## src/verilog/dsp_pkg.sv

```systemverilog
/*
  Shared constants of the DAC serial command port: frame layout,
  register addresses, control field positions and reset values.
  Assumes nothing of its surroundings.
*/
package dsp_pkg;

  // ----------------------------------------------------------------
  // Frame layout
  // ----------------------------------------------------------------
  localparam int FRAME_BITS  = 24;       // Bits in one frame
  localparam int RW_POS      = 23;       // Read/write flag position
  localparam int ADDR_HI     = 22;       // Address field top bit
  localparam int ADDR_LO     = 20;       // Address field low bit
  localparam int DATA_HI     = 19;       // Payload top bit
  localparam int CODE_LO     = 2;        // Code field low bit in payload
  localparam int CODE_BITS   = 18;       // Output code width
  localparam int PAY_BITS    = 20;       // Payload width
  localparam int SEG_BITS    = 6;        // Code bits decoded to segments
  localparam int SEG_COUNT   = 63;       // Segment switch controls
  localparam int LAD_BITS    = 12;       // Ladder switch bits
  localparam int CNT_BITS    = 5;        // Edge counter width

  // ----------------------------------------------------------------
  // Register addresses
  // ----------------------------------------------------------------
  localparam logic [2:0] ADR_IDLE  = 3'h0; // Idle command, no change
  localparam logic [2:0] ADR_CODE  = 3'h1; // Output code register
  localparam logic [2:0] ADR_CTRL  = 3'h2; // Control register
  localparam logic [2:0] ADR_CLR   = 3'h3; // Clear-code register
  localparam logic [2:0] ADR_SWC   = 3'h4; // Software control register

  // ----------------------------------------------------------------
  // Control register fields and reset values
  // ----------------------------------------------------------------
  localparam int CTL_RBUF    = 1;        // Amplifier configuration
  localparam int CTL_CLAMP   = 2;        // Output ground clamp
  localparam int CTL_TRI     = 3;        // Output tristate
  localparam int CTL_TWOS    = 4;        // Offset binary or twos complement
  localparam int CTL_SODIS   = 5;        // Serial output disable
  localparam logic [19:0] CTL_RESET = 20'h00006; // Clamp and buffer set
  localparam logic [17:0] CODE_RESET = 18'h00000; // Zero output code
  localparam logic [19:0] PAY_RESET  = 20'h00000; // Cleared payload
  localparam logic [4:0]  CNT_FULL   = 5'h18;     // 24 edges seen
  localparam logic [4:0]  CNT_OVER   = 5'h19;     // Overrun marker

endpackage : dsp_pkg

```

## src/verilog/dsp_pin_sync.sv

```systemverilog
/*
  Two-flop synchronisers for a group of asynchronous pins.
  Assumes one system clock and a synchronous active-low reset.
*/
`timescale 1ns/1ps
module dsp_pin_sync #(
  parameter int         W       = 1,          // Number of pins
  parameter logic [W-1:0] RST_VAL = '0        // Idle level of each pin
) (
  input  wire logic         clk,
  input  wire logic         rst_n,
  input  wire logic [W-1:0] pin_in,
  output logic      [W-1:0] pin_sync
);

  // ----------------------------------------------------------------
  // Per-pin synchroniser
  // ----------------------------------------------------------------
  genvar i;
  generate
    for (i = 0; i < W; i++)
    begin : g_bit
      logic meta_ff;                          // First stage, read only below
      // Two stages in series
      always_ff @(posedge clk)
      begin
        if (!rst_n)
        begin
          meta_ff     <= RST_VAL[i];
          pin_sync[i] <= RST_VAL[i];
        end
        else
        begin
          meta_ff     <= pin_in[i];
          pin_sync[i] <= meta_ff;
        end
      end
    end
  endgenerate

endmodule : dsp_pin_sync

```

## src/verilog/dsp_seg_decode.sv

```systemverilog
/*
  Registered decoder from the output code to segment and ladder
  switch controls. Assumes one clock and synchronous active-low reset.
*/
`timescale 1ns/1ps
module dsp_seg_decode (
  input  wire logic                            clk,
  input  wire logic                            rst_n,
  input  wire logic [dsp_pkg::CODE_BITS-1:0]   code,
  output logic      [dsp_pkg::SEG_COUNT-1:0]   seg_sw_ff,
  output logic      [dsp_pkg::LAD_BITS-1:0]    ladder_sw_ff
);

  // ----------------------------------------------------------------
  // Thermometer decode of upper bits
  // ----------------------------------------------------------------
  logic [dsp_pkg::SEG_BITS-1:0] top_bits;     // Upper code bits
  assign top_bits = code[dsp_pkg::CODE_BITS-1 -: dsp_pkg::SEG_BITS];

  logic [dsp_pkg::SEG_COUNT-1:0] seg_next;    // Thermometer before register

  genvar i;
  generate
    for (i = 0; i < dsp_pkg::SEG_COUNT; i++)
    begin : g_seg
      // Segment on when upper value exceeds its index
      assign seg_next[i] = (int'(top_bits) > i);
    end
  endgenerate

  // One register for all segment controls
  always_ff @(posedge clk)
  begin
    if (!rst_n)
      seg_sw_ff <= '0;
    else
      seg_sw_ff <= seg_next;
  end

  // ----------------------------------------------------------------
  // Direct ladder bits
  // ----------------------------------------------------------------
  // Lower bits drive the ladder unchanged
  always_ff @(posedge clk)
  begin
    if (!rst_n)
      ladder_sw_ff <= '0;
    else
      ladder_sw_ff <= code[dsp_pkg::LAD_BITS-1:0];
  end

endmodule : dsp_seg_decode

```

## src/verilog/dsp_serial_port.sv

```systemverilog
/*
  Serial command port of an 18-bit DAC: frame receive, decode,
  register file, pipelined readback and output update control.
  Assumes all pins are asynchronous to clk and the shift clock is
  slow enough to be sampled (several clk periods per phase).
*/
// Notes on behaviour
// - 24-bit input shifter, MSB first
// - Bit 23 flag, 22..20 address, payload
// - Address zero changes nothing
// - Write flag zero writes four registers
// - Read flag one selects readback source
// - Sync falling edge restarts frame count
// - Early sync rise discards the frame
// - Over 24 edges discards the frame
// - Valid frame applied at sync rise
// - Read data shifted out next frame
// - Serial output released when sync high
// - Readback pipelined with next command
// - Readback needs output enable, default enabled
// - Load low after write updates output
// - Upper six bits to 63 segments
// - Zero output, clamped, after reset
// - Sample input on falling shift edge
// - Load low in frame: update at rise
// - Load high: update on load fall
`timescale 1ns/1ps
module dsp_serial_port (
  input  wire logic                          clk,
  input  wire logic                          rst_n,
  input  wire logic                          sync_n,
  input  wire logic                          sclk,
  input  wire logic                          serial_in,
  input  wire logic                          load_output_n,
  output logic                               serial_out,
  output logic                               serial_out_oe,
  output logic [dsp_pkg::CODE_BITS-1:0]      dac_code_ff,
  output logic [dsp_pkg::SEG_COUNT-1:0]      seg_sw_ff,
  output logic [dsp_pkg::LAD_BITS-1:0]       ladder_sw_ff,
  output logic                               out_clamp_ff,
  output logic [dsp_pkg::PAY_BITS-1:0]       ctrl_ff,
  output logic [dsp_pkg::CODE_BITS-1:0]      clear_code_ff,
  output logic [dsp_pkg::PAY_BITS-1:0]       sw_ctrl_ff,
  output logic                               sw_ctrl_stb_ff
);

  // ----------------------------------------------------------------
  // Pin synchronisers and edge detection
  // ----------------------------------------------------------------
  logic [3:0] pins_s;                         // Synchronised pins
  logic       sync_n_s;                       // Frame sync, synced
  logic       sclk_s;                         // Shift clock, synced
  logic       din_s;                          // Serial input, synced
  logic       load_n_s;                       // Load input, synced
  logic       sync_n_d_ff;                    // Delayed sync
  logic       sclk_d_ff;                      // Delayed shift clock
  logic       load_n_d_ff;                    // Delayed load

  dsp_pin_sync #(
    .W       (4),
    .RST_VAL (4'hd)                           // Idle levels: sync, clock and load high
  ) u_sync (
    .clk      (clk),
    .rst_n    (rst_n),
    .pin_in   ({sync_n, sclk, serial_in, load_output_n}),
    .pin_sync (pins_s)
  );

  assign sync_n_s = pins_s[3];
  assign sclk_s   = pins_s[2];
  assign din_s    = pins_s[1];
  assign load_n_s = pins_s[0];

  // Previous levels for edge detection
  always_ff @(posedge clk)
  begin
    if (!rst_n)
    begin
      sync_n_d_ff <= 1'b1;
      sclk_d_ff   <= 1'b1;                    // Clock parks high, no false edge
      load_n_d_ff <= 1'b1;
    end
    else
    begin
      sync_n_d_ff <= sync_n_s;
      sclk_d_ff   <= sclk_s;
      load_n_d_ff <= load_n_s;
    end
  end

  logic frame_start;                          // Sync falling edge
  logic frame_end;                            // Sync rising edge
  logic sclk_fall;                            // Shift clock falling in frame
  logic sclk_rise;                            // Shift clock rising in frame
  logic load_fall;                            // Load falling edge

  assign frame_start = sync_n_d_ff & ~sync_n_s;
  assign frame_end   = ~sync_n_d_ff & sync_n_s;
  assign sclk_fall   = sclk_d_ff & ~sclk_s & ~sync_n_s & ~frame_start;
  assign sclk_rise   = ~sclk_d_ff & sclk_s & ~sync_n_s & ~frame_start;
  assign load_fall   = load_n_d_ff & ~load_n_s;

  // ----------------------------------------------------------------
  // Receive shifter and edge counter
  // ----------------------------------------------------------------
  logic [dsp_pkg::FRAME_BITS-1:0] shift_ff;   // Input shifter
  logic [dsp_pkg::CNT_BITS-1:0]   cnt_ff;     // Falling edges this frame

  // Shift in MSB first on each falling edge
  always_ff @(posedge clk)
  begin
    if (!rst_n)
      shift_ff <= '0;
    else if (sclk_fall)
      shift_ff <= {shift_ff[dsp_pkg::FRAME_BITS-2:0], din_s};
  end

  // Count edges, saturating past a full frame
  always_ff @(posedge clk)
  begin
    if (!rst_n)
      cnt_ff <= '0;
    else if (frame_start)
      cnt_ff <= '0;
    else if (sclk_fall && cnt_ff != dsp_pkg::CNT_OVER)
      cnt_ff <= cnt_ff + 5'h01;
  end

  // ----------------------------------------------------------------
  // Frame decode
  // ----------------------------------------------------------------
  logic                         frame_ok;     // Exactly 24 edges at rise
  logic                         rw_bit;       // Read/write flag
  logic [2:0]                   addr;         // Register address
  logic [dsp_pkg::PAY_BITS-1:0] payload;      // Data field
  logic [dsp_pkg::CODE_BITS-1:0] pay_code;    // Code part of payload
  logic                         wr_go;        // Valid write frame
  logic                         rd_go;        // Valid read frame

  assign frame_ok = frame_end && (cnt_ff == dsp_pkg::CNT_FULL);
  assign rw_bit   = shift_ff[dsp_pkg::RW_POS];
  assign addr     = shift_ff[dsp_pkg::ADDR_HI:dsp_pkg::ADDR_LO];
  assign payload  = shift_ff[dsp_pkg::DATA_HI:0];
  assign pay_code = payload[dsp_pkg::DATA_HI:dsp_pkg::CODE_LO];
  assign wr_go    = frame_ok && !rw_bit && (addr != dsp_pkg::ADR_IDLE);
  assign rd_go    = frame_ok && rw_bit && (addr != dsp_pkg::ADR_IDLE);

  // ----------------------------------------------------------------
  // Register file
  // ----------------------------------------------------------------
  logic [dsp_pkg::CODE_BITS-1:0] input_code_ff; // Code awaiting update

  // Input code register write
  always_ff @(posedge clk)
  begin
    if (!rst_n)
      input_code_ff <= dsp_pkg::CODE_RESET;
    else if (wr_go && addr == dsp_pkg::ADR_CODE)
      input_code_ff <= pay_code;
  end

  // Control register write
  always_ff @(posedge clk)
  begin
    if (!rst_n)
      ctrl_ff <= dsp_pkg::CTL_RESET;
    else if (wr_go && addr == dsp_pkg::ADR_CTRL)
      ctrl_ff <= payload;
  end

  // Clear-code register write
  always_ff @(posedge clk)
  begin
    if (!rst_n)
      clear_code_ff <= dsp_pkg::CODE_RESET;
    else if (wr_go && addr == dsp_pkg::ADR_CLR)
      clear_code_ff <= pay_code;
  end

  // Software control register and its strobe
  always_ff @(posedge clk)
  begin
    if (!rst_n)
    begin
      sw_ctrl_ff     <= dsp_pkg::PAY_RESET;
      sw_ctrl_stb_ff <= 1'b0;
    end
    else
    begin
      sw_ctrl_stb_ff <= wr_go && addr == dsp_pkg::ADR_SWC;
      if (wr_go && addr == dsp_pkg::ADR_SWC)
        sw_ctrl_ff <= payload;
    end
  end

  // ----------------------------------------------------------------
  // Output update and clamp
  // ----------------------------------------------------------------
  logic code_wr;                              // Code write this cycle
  assign code_wr = wr_go && addr == dsp_pkg::ADR_CODE;

  // Output code follows load input timing
  always_ff @(posedge clk)
  begin
    if (!rst_n)
      dac_code_ff <= dsp_pkg::CODE_RESET;
    else if (code_wr && !load_n_s)
      dac_code_ff <= pay_code;
    else if (load_fall && sync_n_s)
      dac_code_ff <= input_code_ff;
  end

  // Clamp follows the control field
  always_ff @(posedge clk)
  begin
    if (!rst_n)
      out_clamp_ff <= 1'b1;
    else
      out_clamp_ff <= ctrl_ff[dsp_pkg::CTL_CLAMP];
  end

  dsp_seg_decode u_dec (
    .clk          (clk),
    .rst_n        (rst_n),
    .code         (dac_code_ff),
    .seg_sw_ff    (seg_sw_ff),
    .ladder_sw_ff (ladder_sw_ff)
  );

  // ----------------------------------------------------------------
  // Pipelined readback
  // ----------------------------------------------------------------
  logic                           rd_pend_ff; // Read waiting for next frame
  logic [dsp_pkg::FRAME_BITS-1:0] rd_word_ff; // Word captured for readback
  logic [dsp_pkg::FRAME_BITS-1:0] out_sh_ff;  // Output shifter
  logic                           out_act_ff; // Readback running this frame
  logic [dsp_pkg::CODE_BITS-1:0]  rd_src;     // Selected source
  logic                           out_en;     // Serial output enabled

  assign out_en = ~ctrl_ff[dsp_pkg::CTL_SODIS];

  // Source select for the following readback
  always_comb
  begin
    rd_src = dsp_pkg::CODE_RESET;
    case (addr)
      dsp_pkg::ADR_CODE: rd_src = dac_code_ff;
      dsp_pkg::ADR_CLR:  rd_src = clear_code_ff;
      default:           rd_src = dsp_pkg::CODE_RESET;
    endcase
  end

  // Capture readback word at the end of a read frame
  always_ff @(posedge clk)
  begin
    if (!rst_n)
    begin
      rd_pend_ff <= 1'b0;
      rd_word_ff <= '0;
    end
    else if (rd_go)
    begin
      rd_pend_ff <= 1'b1;
      if (addr == dsp_pkg::ADR_CTRL)
        rd_word_ff <= {rw_bit, addr, ctrl_ff};
      else
        rd_word_ff <= {rw_bit, addr, rd_src, 2'h0};
    end
    else if (frame_start)
      rd_pend_ff <= 1'b0;
  end

  // Load at frame start, shift on rising edges
  always_ff @(posedge clk)
  begin
    if (!rst_n)
    begin
      out_sh_ff  <= '0;
      out_act_ff <= 1'b0;
    end
    else if (frame_start)
    begin
      out_sh_ff  <= rd_word_ff;
      out_act_ff <= rd_pend_ff;
    end
    else if (sync_n_s)
      out_act_ff <= 1'b0;
    else if (sclk_rise)
      out_sh_ff  <= {out_sh_ff[dsp_pkg::FRAME_BITS-2:0], 1'b0};
  end

  // Registered pin drive
  always_ff @(posedge clk)
  begin
    if (!rst_n)
    begin
      serial_out    <= 1'b0;
      serial_out_oe <= 1'b0;
    end
    else
    begin
      serial_out    <= out_sh_ff[dsp_pkg::FRAME_BITS-1];
      serial_out_oe <= out_act_ff && !sync_n_s && out_en;
    end
  end

  // ----------------------------------------------------------------
  // Checks
  // ----------------------------------------------------------------
  chk_short_frame: assert property (@(posedge clk) disable iff (!rst_n)
    (frame_end && cnt_ff < dsp_pkg::CNT_FULL) |=> $stable(ctrl_ff) && $stable(input_code_ff))
    else $error("short frame changed a register");

  chk_long_frame: assert property (@(posedge clk) disable iff (!rst_n)
    (frame_end && cnt_ff == dsp_pkg::CNT_OVER) |=> $stable(ctrl_ff) && $stable(clear_code_ff))
    else $error("long frame changed a register");

  chk_ctrl_write: assert property (@(posedge clk) disable iff (!rst_n)
    (wr_go && addr == dsp_pkg::ADR_CTRL) |=> ctrl_ff == $past(payload))
    else $error("control write not applied");

  chk_idle_cmd: assert property (@(posedge clk) disable iff (!rst_n)
    (frame_ok && addr == dsp_pkg::ADR_IDLE) |=> $stable(sw_ctrl_ff) && !rd_pend_ff)
    else $error("idle command had an effect");

  chk_count_reset: assert property (@(posedge clk) disable iff (!rst_n)
    frame_start |=> cnt_ff == 5'h00)
    else $error("edge count not restarted");

  chk_idle_clock: assert property (@(posedge clk) disable iff (!rst_n)
    (sync_n_s && !frame_end) |=> $stable(shift_ff))
    else $error("shifter moved while sync high");

  chk_oe_release: assert property (@(posedge clk) disable iff (!rst_n)
    sync_n_s |=> !serial_out_oe)
    else $error("serial output driven with sync high");

  chk_sync_update: assert property (@(posedge clk) disable iff (!rst_n)
    (code_wr && !load_n_s) |=> dac_code_ff == $past(pay_code))
    else $error("output code missed synchronous update");

  chk_async_update: assert property (@(posedge clk) disable iff (!rst_n)
    (load_fall && sync_n_s && !code_wr) |=> dac_code_ff == $past(input_code_ff))
    else $error("output code missed load update");

  chk_readback_pipe: assert property (@(posedge clk) disable iff (!rst_n)
    rd_go |=> rd_pend_ff ##0 (rd_word_ff[23:20] == {1'b1, $past(addr)}))
    else $error("readback not queued");

endmodule : dsp_serial_port

```

## config.mk

```make
export PLATFORM = sky130hd
export DESIGN_NAME = dsp_serial_port
export DESIGN_NICKNAME = d
export VERILOG_FILES = /design/src/verilog/dsp_pkg.sv /design/src/verilog/dsp_pin_sync.sv /design/src/verilog/dsp_seg_decode.sv /design/src/verilog/dsp_serial_port.sv
export SDC_FILE = /design/constraint.sdc
export NUM_CORES = 1
export LEC_CHECK = 0
export ABC_AREA = 1
export BUFFER_PORTS_ARGS = -buffer_cell sky130_fd_sc_hd__buf_2
export CAP_MARGIN = 10
export CORE_ASPECT_RATIO = 0.9
export CORE_UTILIZATION = 35
export DETAILED_ROUTE_END_ITERATION = 7
export PLACE_DENSITY_LB_ADDON = 0.1
export SYNTH_ARGS = -nofsm -noshare
export SYNTH_HDL_FRONTEND = slang
export SYNTH_SLANG_ARGS = --single-unit
```

## constraint.sdc

```tcl
create_clock -name clk -period 2.1 [get_ports clk]
set_input_delay 0.42 -clock clk [delete_from_list [all_inputs] [get_ports clk]]
set_output_delay 0.42 -clock clk [all_outputs]
set_load 0.005 [all_outputs]
```

Word-level counts from Yosys, hierarchy flattened
Index checks and enable logic that the tools add are counted.
{ "word_totals": {"regBits": 263, "in_bits": 6, "out_inout_bits": 155, "word_cells": 151} }
{ "classes": {"addsub": 1, "magnitude_cmp": 63, "eq_ne": 7, "mux": 11, "n_bitwise": 17, "n_reduce_logical": 24} }
{ "ops": {"columns": ["cell", "count"], "rows": [
  ["6-bit greater-than comparator, second input constant", 31],
  ["6-bit by 5-bit greater-than comparator with 1-bit output, second input constant", 16],
  ["24-bit two-way mux", 3],
  ["6-bit by 4-bit greater-than comparator with 1-bit output, second input constant", 8],
  ["18-bit two-way mux", 2],
  ["18-bit one-hot mux with 2 select lines", 1],
  ["6-bit by 3-bit greater-than comparator with 1-bit output, second input constant", 4],
  ["20-bit two-way mux", 1],
  ["1-bit logical AND", 14],
  ["6-bit by 1-bit greater-than comparator with 1-bit output, second input constant", 2],
  ["6-bit by 2-bit greater-than comparator with 1-bit output, second input constant", 2],
  ["1-bit AND", 9],
  ["1-bit inverter", 8],
  ["2-bit nonzero test", 4],
  ["3-bit by 2-bit equality test with 1-bit output, second input constant", 2],
  ["5-bit by 1-bit adder with 5-bit output, second input constant", 1],
  ["5-bit equality test, second input constant", 1],
  ["5-bit inequality test, second input constant", 1],
  ["1-bit two-way mux", 4],
  ["3-bit by 1-bit equality test with 1-bit output, second input constant", 1],
  ["3-bit equality test, second input constant", 1],
  ["1-bit logical NOT", 3],
  ["3-bit nonzero test", 1],
  ["2-bit inequality test, second input constant", 1],
  ["2 further kinds", 2]
]} }

Longest topological paths before layout
Gate-level depths: netlist (run 1).
{ "logic_depth": {"depth_word": 8, "ltp_mapped": 13, "depth_no_buf": 11} }

Cells and area by module
Synthesis (run 1) repeated with hierarchy kept, for this count alone.
{ "hier_totals": {"hier_cells": 1246, "hier_area_um2": 9912.0} }
{ "modules_own_cells": {"columns": ["mod", "n_inst", "cells_each", "area_per_inst_um2", "seq_area_each_um2"], "rows": [
  ["dsp_serial_port", 1, 956, 7191.9, 3603.5],
  ["dsp_seg_decode", 1, 265, 2494.9, 1501.4],
  ["dsp_pin_sync", 1, 25, 225.2, 160.2]
]} }

Worst setup path before layout (run 1)
OpenSTA, ideal clock, no wires.
{ "synth_timing": {"path_kind": "reg-to-reg", "startpoint": "register cnt_ff[0] (netlist bit)", "endpoint": "register ctrl_ff[12] (netlist bit)", "setup_ns": 0.119, "arrival_time_ns": 1.451, "path_slack_ns": 0.529, "stages_incl_launch_ff": 10, "path_buffers": 1, "period_less_slack_ns": 1.571, "path_cell_list": "dfxtp_1 > inv_1 > ha_1 > nand2_1 > nand3b_1 > nor2_4 > nand2_2 > clkbuf_2 > o21ai_0 > a21oi_1"} }
{ "synth_via": {"elab_chain_len": 5} }
{ "synth_lines": {"columns": ["element", "line", "source"], "rows": [
  ["from (decl)", "dsp_serial_port.sv:107", "logic [dsp_pkg::CNT_BITS-1:0] cnt_ff;"],
  ["from (signal assigned)", "dsp_serial_port.sv:126", "cnt_ff <= cnt_ff + 5'h01;"],
  ["5-bit equality test", "dsp_serial_port.sv:140", "assign frame_ok = frame_end && (cnt_ff == dsp_pkg::CNT_FULL);"],
  ["1-bit logical AND", "dsp_serial_port.sv:140", null],
  ["1-bit logical AND (2 in a row)", "dsp_serial_port.sv:145", "assign wr_go = frame_ok && !rw_bit && (addr != dsp_pkg::ADR_IDLE);"],
  ["1-bit logical AND", "dsp_serial_port.sv:167", "else if (wr_go && addr == dsp_pkg::ADR_CTRL)"],
  ["to (signal assigned)", "dsp_serial_port.sv:166", "ctrl_ff <= dsp_pkg::CTL_RESET;"],
  ["to (signal assigned)", "dsp_serial_port.sv:168", "ctrl_ff <= payload;"],
  ["to (decl)", "dsp_serial_port.sv:41", "output logic [dsp_pkg::PAY_BITS-1:0] ctrl_ff,"]
]} }
No other way between the ends.
A chain may end at the register's enable or synchronous reset.

Worst setup path in the final report (run 1)
{ "layout_timing": {"startpoint": "register cnt_ff[0] (netlist bit)", "endpoint": "register ctrl_ff[4] (netlist bit)"} }
Same word-level chain as after synthesis.

==> impl_metrics.xml, run 1 <==
<?xml version="1.0" encoding="UTF-8"?>
<metrics>
  <group name="sta">
    <metric name="period_needed" unit="ns">1.86</metric>
    <metric name="timing_worst_slew_pin_value" unit="ns">0.502</metric>
    <metric name="maxClockFrequency" unit="MHz">537</metric>
    <metric name="setup_repair_after_global_routing_missed_its_margin" unit="">no</metric>
    <metric name="clock_skew" unit="ns">0.00953</metric>
    <metric name="final_min_period_over_clock_period" unit="%">88.8</metric>
    <metric name="final.hold.worst_slack" unit="ns">0.0674</metric>
    <metric name="smallest_setup_slack_after_layout" unit="ns">0.236</metric>
    <metric name="timing.max_slew.rel_slack" unit="%">66.5</metric>
    <metric name="report.final.hold_viol_count" unit="">0</metric>
    <metric name="setup_viol_count_final" unit="">0</metric>
    <metric name="setup-tns-final" unit="ns">0</metric>
    <metric name="maxSlewViolCount" unit="">0</metric>
  </group>
  <group name="clock_tree">
    <metric name="number_of_buffers_added_by_the_clock_tree_synthesis_step" unit="">28</metric>
    <metric name="cts_buffer_depth" unit="">3</metric>
    <metric name="cts_root_buffer" unit="">clkbuf_16</metric>
    <metric name="insertion_delay" unit="ns">0.54</metric>
    <metric name="cts_post_setup_buffers_inserted" unit="">0</metric>
    <metric name="cts.hold.buffers_added" unit="">0</metric>
    <metric name="h_tree_levels" unit="">1</metric>
    <metric name="cts.sinks" unit="">263</metric>
    <metric name="tritoncts" unit="">done</metric>
    <metric name="post_cts_resize_count" unit="">0</metric>
    <metric name="worst_path_clk_slew" unit="ns">0.06</metric>
  </group>
  <group name="critical_path">
    <metric name="startpoint_type" unit="">flop</metric>
    <metric name="crit_fanout" unit="">34</metric>
    <metric name="cp.arrival" unit="ns">2.28</metric>
    <metric name="critical_path.endpoint_type" unit="">flop</metric>
    <metric name="worst_r2r_startpoint" unit="">cnt_ff[0]$_SDFFE_PP0P_</metric>
    <metric name="critPathRequiredTime" unit="ns">2.52</metric>
    <metric name="critPathLaunch" unit="">cnt_ff[0]$_SDFFE_PP0P_</metric>
    <metric name="criticalPathCategory" unit="">reg2reg</metric>
  </group>
  <group name="floorplanning">
    <metric name="fp.coreArea" unit="mm2">0.0270</metric>
    <metric name="die_x" unit="um">177</metric>
    <metric name="start_util" unit="%">35.8</metric>
    <metric name="floorplan.io_pins" unit="">161</metric>
    <metric name="dieHeight" unit="um">160</metric>
    <metric name="die-area" unit="mm2">0.0283</metric>
    <metric name="row_count" unit="">57</metric>
  </group>
  <group name="placed_design">
    <metric name="io_buffers" unit="">160</metric>
    <metric name="place_hpwl" unit="um">20100</metric>
    <metric name="dp_worst_setup_slack" unit="ns">0.263</metric>
    <metric name="final_wtd_congestion" unit="">0.823</metric>
  </group>
  <group name="logic_synthesis">
    <metric name="synth_simple_gate_area_share" unit="%">24.2</metric>
    <metric name="yosys-mux-area-fraction" unit="%">0</metric>
    <metric name="synth_compound_gate_area_share" unit="%">13.2</metric>
    <metric name="synth.yosys.warnings" unit="">0</metric>
    <metric name="synth_top_flop_cell" unit="">dfxtp_1</metric>
    <metric name="post_synth_edffs" unit="">0</metric>
    <metric name="ys_seq_area_share" unit="%">54.5</metric>
    <metric name="synth_top_family_by_area" unit="">simple AND/OR/NAND/NOR gates</metric>
    <metric name="synth_area" unit="mm2">0.00967</metric>
    <metric name="postSynth.asyncResetShare" unit="%">0</metric>
    <metric name="synth_cell_type_count" unit="">34</metric>
    <metric name="adder_and_majority_cell_fraction_of_the_synthesized_area" unit="%">0.388</metric>
    <metric name="register_bit_total_from_synthesis" unit="">263</metric>
    <metric name="yosys.area_share.xor_xnor" unit="%">0.181</metric>
    <metric name="synth_cells" unit="">1261</metric>
    <metric name="syn-mean-instance-area" unit="um2">7.66</metric>
    <metric name="synthesis.nets" unit="">1270</metric>
  </group>
  <group name="run">
    <metric name="max_cap_viol_count" unit="">0</metric>
  </group>
  <group name="global_routing">
    <metric name="grt_overflow_total" unit="">0</metric>
    <metric name="maximum_number_of_pins_on_one_net_before_global_route_repair" unit="">95</metric>
    <metric name="antenna_violations_before_repair" unit="">0</metric>
    <metric name="vias_in_the_first_global_route" unit="">8042</metric>
    <metric name="grt_first_pass_wirelength" unit="um">45200</metric>
    <metric name="grt_use_total" unit="%">20.2</metric>
  </group>
  <group name="layout">
    <metric name="flow.area_growth_from_synthesis" unit="%">22.9</metric>
    <metric name="final_net_count" unit="">1433</metric>
    <metric name="num_antenna_cells" unit="">0</metric>
    <metric name="drive_gt1_share" unit="%">19.1</metric>
  </group>
  <group name="pwr">
    <metric name="cellLeakagePower" unit="nW">5.42</metric>
    <metric name="powerDensity" unit="mW/mm2">849</metric>
    <metric name="vdd.ir_drop.worst" unit="uV">531</metric>
  </group>
  <group name="route">
    <metric name="detail_route.first_pass.iterations" unit="">5</metric>
    <metric name="post_drt_wl_per_cell" unit="um">15.9</metric>
    <metric name="ant_nets" unit="">0</metric>
    <metric name="vias" unit="">8539</metric>
    <metric name="drcViolationCount" unit="">0</metric>
    <metric name="drt-initial-drc-count" unit="">563</metric>
    <metric name="detail_route.vias_per_cell" unit="">4.75</metric>
    <metric name="routed_wirelength" unit="um">28600</metric>
  </group>
  <group name="min_path">
    <metric name="hold_class" unit="">in2reg</metric>
    <metric name="hold_path_startpoint" unit="">sync_n</metric>
  </group>
  <group name="outcome">
    <metric name="status" unit="">completed</metric>
  </group>
</metrics>
## state kept, by name, summed over array words and instances (netlist names), 18 cells and up
| register | flops |
|---|---|
| dac_code_ff | 18 |
| rd_word_ff | 24 |
| out_sh_ff | 24 |
| ctrl_ff | 20 |
| clear_code_ff | 18 |
| shift_ff | 24 |
| sw_ctrl_ff | 20 |
| input_code_ff | 18 |
| u_dec.seg_sw_ff | 63 |
## area by class of cell
class | count | area (um2)
Clock buffer | 38 | 779
Sequential cell | 263 | 5270
Timing Repair Buffer | 206 | 1170
Inverter | 109 | 409
Multi-Input combinational cell | 816 | 3690
Tap cell | 354 | 443
Clock inverter | 11 | 121
Fill cell | 2815 | 15200
## metrics by stage
| step | std cells | utilization (%) | total power, mW | area [um2] |
|---|---|---|---|---|
| 6_report | 1797 | 43.9 | 10.1 | 11900 |
| 5_1_grt | 1797 | 43.9 | 10.4 | 11900 |
| 4_1_cts | 1797 | 43.9 | 10.2 | 11900 |
| 3_5_place_dp | 1748 | 40.6 | 5.35 | 11000 |
| 3_3_place_gp | 1748 | 40.6 | 5.35 | 11000 |
| 2_1_floorplan | 1261 | - | 5.29 | 9670 |
## synthesized netlist by cell type (2+ instances only)
| cell | count | area (um2) |
|---|---|---|
| nand2_1 | 295 | 1110 |
| nand2_2 | 2 | 12.5 |
| buf_1 | 8 | 30.0 |
| nor3_1 | 26 | 130 |
| a21oi_1 | 84 | 420 |
| nand3_2 | 3 | 30.0 |
| o21ai_0 | 97 | 485 |
| clkbuf_1 | 38 | 143 |
| o22ai_1 | 6 | 37.5 |
| a311oi_1 | 2 | 17.5 |
| nor2_4 | 2 | 22.5 |
| o21ai_1 | 14 | 70.1 |
| nand4_1 | 5 | 31.3 |
| ha_1 | 3 | 37.5 |
| inv_1 | 98 | 368 |
| or2_2 | 6 | 37.5 |
| o21a_1 | 3 | 22.5 |
| buf_2 | 23 | 115 |
| nand3_1 | 59 | 295 |
| dfxtp_1 | 263 | 5270 |
| nor2_1 | 170 | 638 |
| clkinv_1 | 2 | 7.51 |
| buf_6 | 2 | 22.5 |
| a211oi_1 | 3 | 22.5 |
| inv_2 | 9 | 33.8 |
| a31oi_1 | 28 | 175 |
| o31ai_1 | 3 | 22.5 |
## layout by cell type (no fill, tap or decap), drive strengths merged, types with 6 or more instances in the layout
master | netlist | final
nand3 | 62 | 62
nand2 | 297 | 297
a21oi | 84 | 84
o21ai | 111 | 111
clkinv | 2 | 8
o22ai | 6 | 6
nor2 | 173 | 173
clkbuf | 39 | 38
a31oi | 28 | 28
nor3 | 26 | 26
or2 | 6 | 6
inv | 107 | 108
buf | 34 | 206
nand4 | 6 | 6
dfxtp | 263 | 263
## cells by family (layout without fill, tap and decap cells)
family | count (synthesis) | after routing
AOI/OAI and AO/OA | 240 | 240
xor gates and xnor gates | 2 | 2
adders and majority gates | 3 | 3
buffers and inverters | 182 | 364
DFF | 263 | 263
and+or+nand+nor | 571 | 571
## worst paths after layout
check	end	slack, ns	depth (start not counted)
max	ctrl_ff[4]$_SDFFE_PN0P_	0.24	9
min	u_sync.g_bit[3].meta_ff$_SDFF_PN1_	0.07	2
max reg2reg	ctrl_ff[4]$_SDFFE_PN0P_	0.24	9
min reg2reg	u_sync.pin_sync[2]$_SDFF_PN1_	0.41	1
## report_power, final
group          switching (mW)  total, mW  internal, mW  leakage (nW)
sequential             0.0172       5.04          5.02          2.12
combinational           0.142      0.197        0.0554          2.86
clock                    2.01       4.85          2.84         0.437
## metal layers
| layer | part of all wire, % | track usage, % |
|---|---|---|
| met1 | 50 | 30.6 |
| met5 | 0 | 0 |
| met2 | 44 | 30.5 |
| met3 | 4.8 | 2.52 |
| met4 | 1.7 | 4.00 |
## worst max-delay path: stages, from the launching register on
cell	delay (ns)
dfxtp_1	0.35
inv_1	0.08
ha_1	0.17
nand2_1	0.05
nand3b_1	0.22
nor2_4	0.27
nand2_2	0.15
buf_12	0.19
o21ai_0	0.20
a21oi_1	0.07
Power figures use the tool's default switching activity.
==> run 2, diff against run 1 <==
--- a/config.mk
+++ b/config.mk
@@ -9,7 +9,7 @@
 export BUFFER_PORTS_ARGS = -buffer_cell sky130_fd_sc_hd__buf_2
 export CAP_MARGIN = 10
 export CORE_ASPECT_RATIO = 0.9
-export CORE_UTILIZATION = 35
+export CORE_UTILIZATION = 42
 export DETAILED_ROUTE_END_ITERATION = 7
 export PLACE_DENSITY_LB_ADDON = 0.1
 export SYNTH_ARGS = -nofsm -noshare
==> run 2 against run 1 <==
- combinational power rose by 3%
- critical endpoint is now sw_ctrl_ff[16]$_SDFFE_PN0P_
- largest cell class unchanged
- power grew 2.0%
- critical path depth is 1 higher
- routed wire length down 1.6%
- sequential cell count unchanged
==> impl_metrics.xml, run 2 (synthesis results as in run 1) <==
<?xml version="1.0" encoding="UTF-8"?>
<metrics>
  <group name="clock_tree">
    <metric name="h_tree_levels" unit="">1</metric>
    <metric name="cts.sinks" unit="">263</metric>
    <metric name="cts_post_setup_buffers_inserted" unit="">0</metric>
    <metric name="number_of_buffers_added_by_the_clock_tree_synthesis_step" unit="">27</metric>
    <metric name="cts_buffer_depth" unit="">3</metric>
    <metric name="post_cts_resize_count" unit="">0</metric>
    <metric name="tritoncts" unit="">done</metric>
    <metric name="worst_path_clk_slew" unit="ns">0.06</metric>
    <metric name="cts.hold.buffers_added" unit="">0</metric>
    <metric name="cts_root_buffer" unit="">clkbuf_16</metric>
    <metric name="insertion_delay" unit="ns">0.53</metric>
  </group>
  <group name="critical_path">
    <metric name="startpoint_type" unit="">flop</metric>
    <metric name="criticalPathCategory" unit="">reg2reg</metric>
    <metric name="critical_path.endpoint_type" unit="">flop</metric>
    <metric name="critPathRequiredTime" unit="ns">2.50</metric>
    <metric name="cp.arrival" unit="ns">2.25</metric>
    <metric name="crit_fanout" unit="">24</metric>
  </group>
  <group name="run">
    <metric name="max_cap_viol_count" unit="">0</metric>
  </group>
  <group name="layout">
    <metric name="fillCellCount" unit="">2238</metric>
    <metric name="max_flop_register" unit="">u_dec.seg_sw_ff</metric>
    <metric name="flow.area_growth_from_synthesis" unit="%">23.2</metric>
    <metric name="num_antenna_cells" unit="">0</metric>
    <metric name="layout.cells.most_common" unit="">nand2_1</metric>
    <metric name="postLayoutCellArea" unit="mm2">0.0119</metric>
    <metric name="drive_gt1_share" unit="%">19.4</metric>
    <metric name="most-common-layout-cells" unit="">nand2_1 (295), dfxtp_1 (263), nor2_1 (170)</metric>
    <metric name="fin_cells" unit="">1742</metric>
    <metric name="final_net_count" unit="">1436</metric>
    <metric name="final_util" unit="%">52.9</metric>
    <metric name="largest_register_ff_count" unit="">63</metric>
  </group>
  <group name="global_routing">
    <metric name="grt_first_pass_wirelength" unit="um">44000</metric>
    <metric name="grt_use_total" unit="%">23.7</metric>
    <metric name="maximum_number_of_pins_on_one_net_before_global_route_repair" unit="">125</metric>
    <metric name="grt_overflow_total" unit="">0</metric>
    <metric name="antenna_violations_before_repair" unit="">0</metric>
    <metric name="vias_in_the_first_global_route" unit="">7847</metric>
  </group>
  <group name="pwr">
    <metric name="vdd.ir_drop.worst" unit="uV">575</metric>
    <metric name="post-layout-total-power" unit="mW">10.3</metric>
    <metric name="powerDensity" unit="mW/mm2">864</metric>
    <metric name="cellLeakagePower" unit="nW">5.46</metric>
  </group>
  <group name="placed_design">
    <metric name="post_dp_cell_area" unit="mm2">0.0110</metric>
    <metric name="final_wtd_congestion" unit="">0.855</metric>
    <metric name="place_hpwl" unit="um">19800</metric>
    <metric name="dp_worst_setup_slack" unit="ns">0.258</metric>
    <metric name="io_buffers" unit="">160</metric>
    <metric name="dp.cells" unit="">1695</metric>
  </group>
  <group name="sta">
    <metric name="clock_skew" unit="ns">0.0161</metric>
    <metric name="timing.max_slew.rel_slack" unit="%">64.1</metric>
    <metric name="smallest_setup_slack_after_layout" unit="ns">0.250</metric>
    <metric name="maxSlewViolCount" unit="">0</metric>
    <metric name="final_min_period_over_clock_period" unit="%">88.1</metric>
    <metric name="report.final.hold_viol_count" unit="">0</metric>
    <metric name="maxClockFrequency" unit="MHz">541</metric>
    <metric name="period_needed" unit="ns">1.85</metric>
    <metric name="final.hold.worst_slack" unit="ns">0.0784</metric>
    <metric name="timing_worst_slew_pin_value" unit="ns">0.538</metric>
    <metric name="setup-tns-final" unit="ns">0</metric>
    <metric name="setup_viol_count_final" unit="">0</metric>
    <metric name="setup_repair_after_global_routing_missed_its_margin" unit="">no</metric>
  </group>
  <group name="route">
    <metric name="routed_wirelength" unit="um">28200</metric>
    <metric name="post_drt_wl_per_cell" unit="um">16.2</metric>
    <metric name="ant_nets" unit="">0</metric>
    <metric name="detail_route.first_pass.iterations" unit="">5</metric>
    <metric name="drt-initial-drc-count" unit="">655</metric>
    <metric name="vias" unit="">8611</metric>
    <metric name="drcViolationCount" unit="">0</metric>
    <metric name="detail_route.vias_per_cell" unit="">4.94</metric>
  </group>
  <group name="floorplanning">
    <metric name="die_x" unit="um">162</metric>
    <metric name="start_util" unit="%">42.9</metric>
    <metric name="fp.coreArea" unit="mm2">0.0225</metric>
    <metric name="row_count" unit="">52</metric>
    <metric name="dieHeight" unit="um">146</metric>
    <metric name="die-area" unit="mm2">0.0236</metric>
    <metric name="floorplan.io_pins" unit="">161</metric>
  </group>
  <group name="min_path">
    <metric name="hold_class" unit="">in2reg</metric>
  </group>
  <group name="outcome">
    <metric name="status" unit="">completed</metric>
  </group>
</metrics>
==> run 2: cell types whose count changed in the layout (fill, tap and decap cells not counted), sizes merged <==
cell,change
bufinv,+2
buf,+4
clkinv,-2
clkbuf,-1
inv,-1
==> run 2: per-layer routing <==
metal,vias up,part of all wire [%],track usage [%],wire (um)
met5,-,0,0,0
met4,0,3.3,8.11,938
met3,54,4.5,2.94,1280
met2,253,44,37.2,12400
met1,3928,48,33.6,13500
li1,4376,-,-,-
==> run 2: cell type report <==
type,instances,area (um2),share of cell area [%]
Clock buffer,37,783,6.58
Sequential cell,263,5270,44.2
Multi-Input combinational cell,816,3690,31.0
Timing Repair Buffer,210,1230,10.3
Tap cell,297,372,3.12
Inverter,109,409,3.44
Clock inverter,10,163,1.37
==> run 2: final timing paths <==
path,startpoint,end,slack (ns),cells after the start
hold reg to reg,u_sync.g_bit[1].meta_ff$_SDFF_PN0_,u_sync.pin_sync[1]$_SDFF_PN0_,0.41,2
hold / removal,sync_n,u_sync.g_bit[3].meta_ff$_SDFF_PN1_,0.08,2
setup reg to reg,cnt_ff[0]$_SDFFE_PP0P_,sw_ctrl_ff[16]$_SDFFE_PN0P_,0.25,10
setup / recovery,cnt_ff[0]$_SDFFE_PP0P_,sw_ctrl_ff[16]$_SDFFE_PN0P_,0.25,10
==> run 2: worst max-delay path: stages, from the launching register on <==
cell      delay, ns
dfxtp_1        0.34
inv_1          0.09
ha_1           0.18
nand2_1        0.06
nand3b_1       0.21
nor2_4         0.24
buf_12         0.19
nand2_1        0.06
buf_4          0.21
nand2_1        0.08
a21oi_1        0.06
==> run 2: where the power goes <==
| group | leakage [nW] | internal [mW] | switching, mW |
|---|---|---|---|
| Clock | 0.459 | 3.09 | 1.95 |
| Combinational | 2.88 | 0.0591 | 0.144 |
| Sequential | 2.12 | 5.02 | 0.0171 |
| Total | 5.46 | 8.17 | 2.11 |
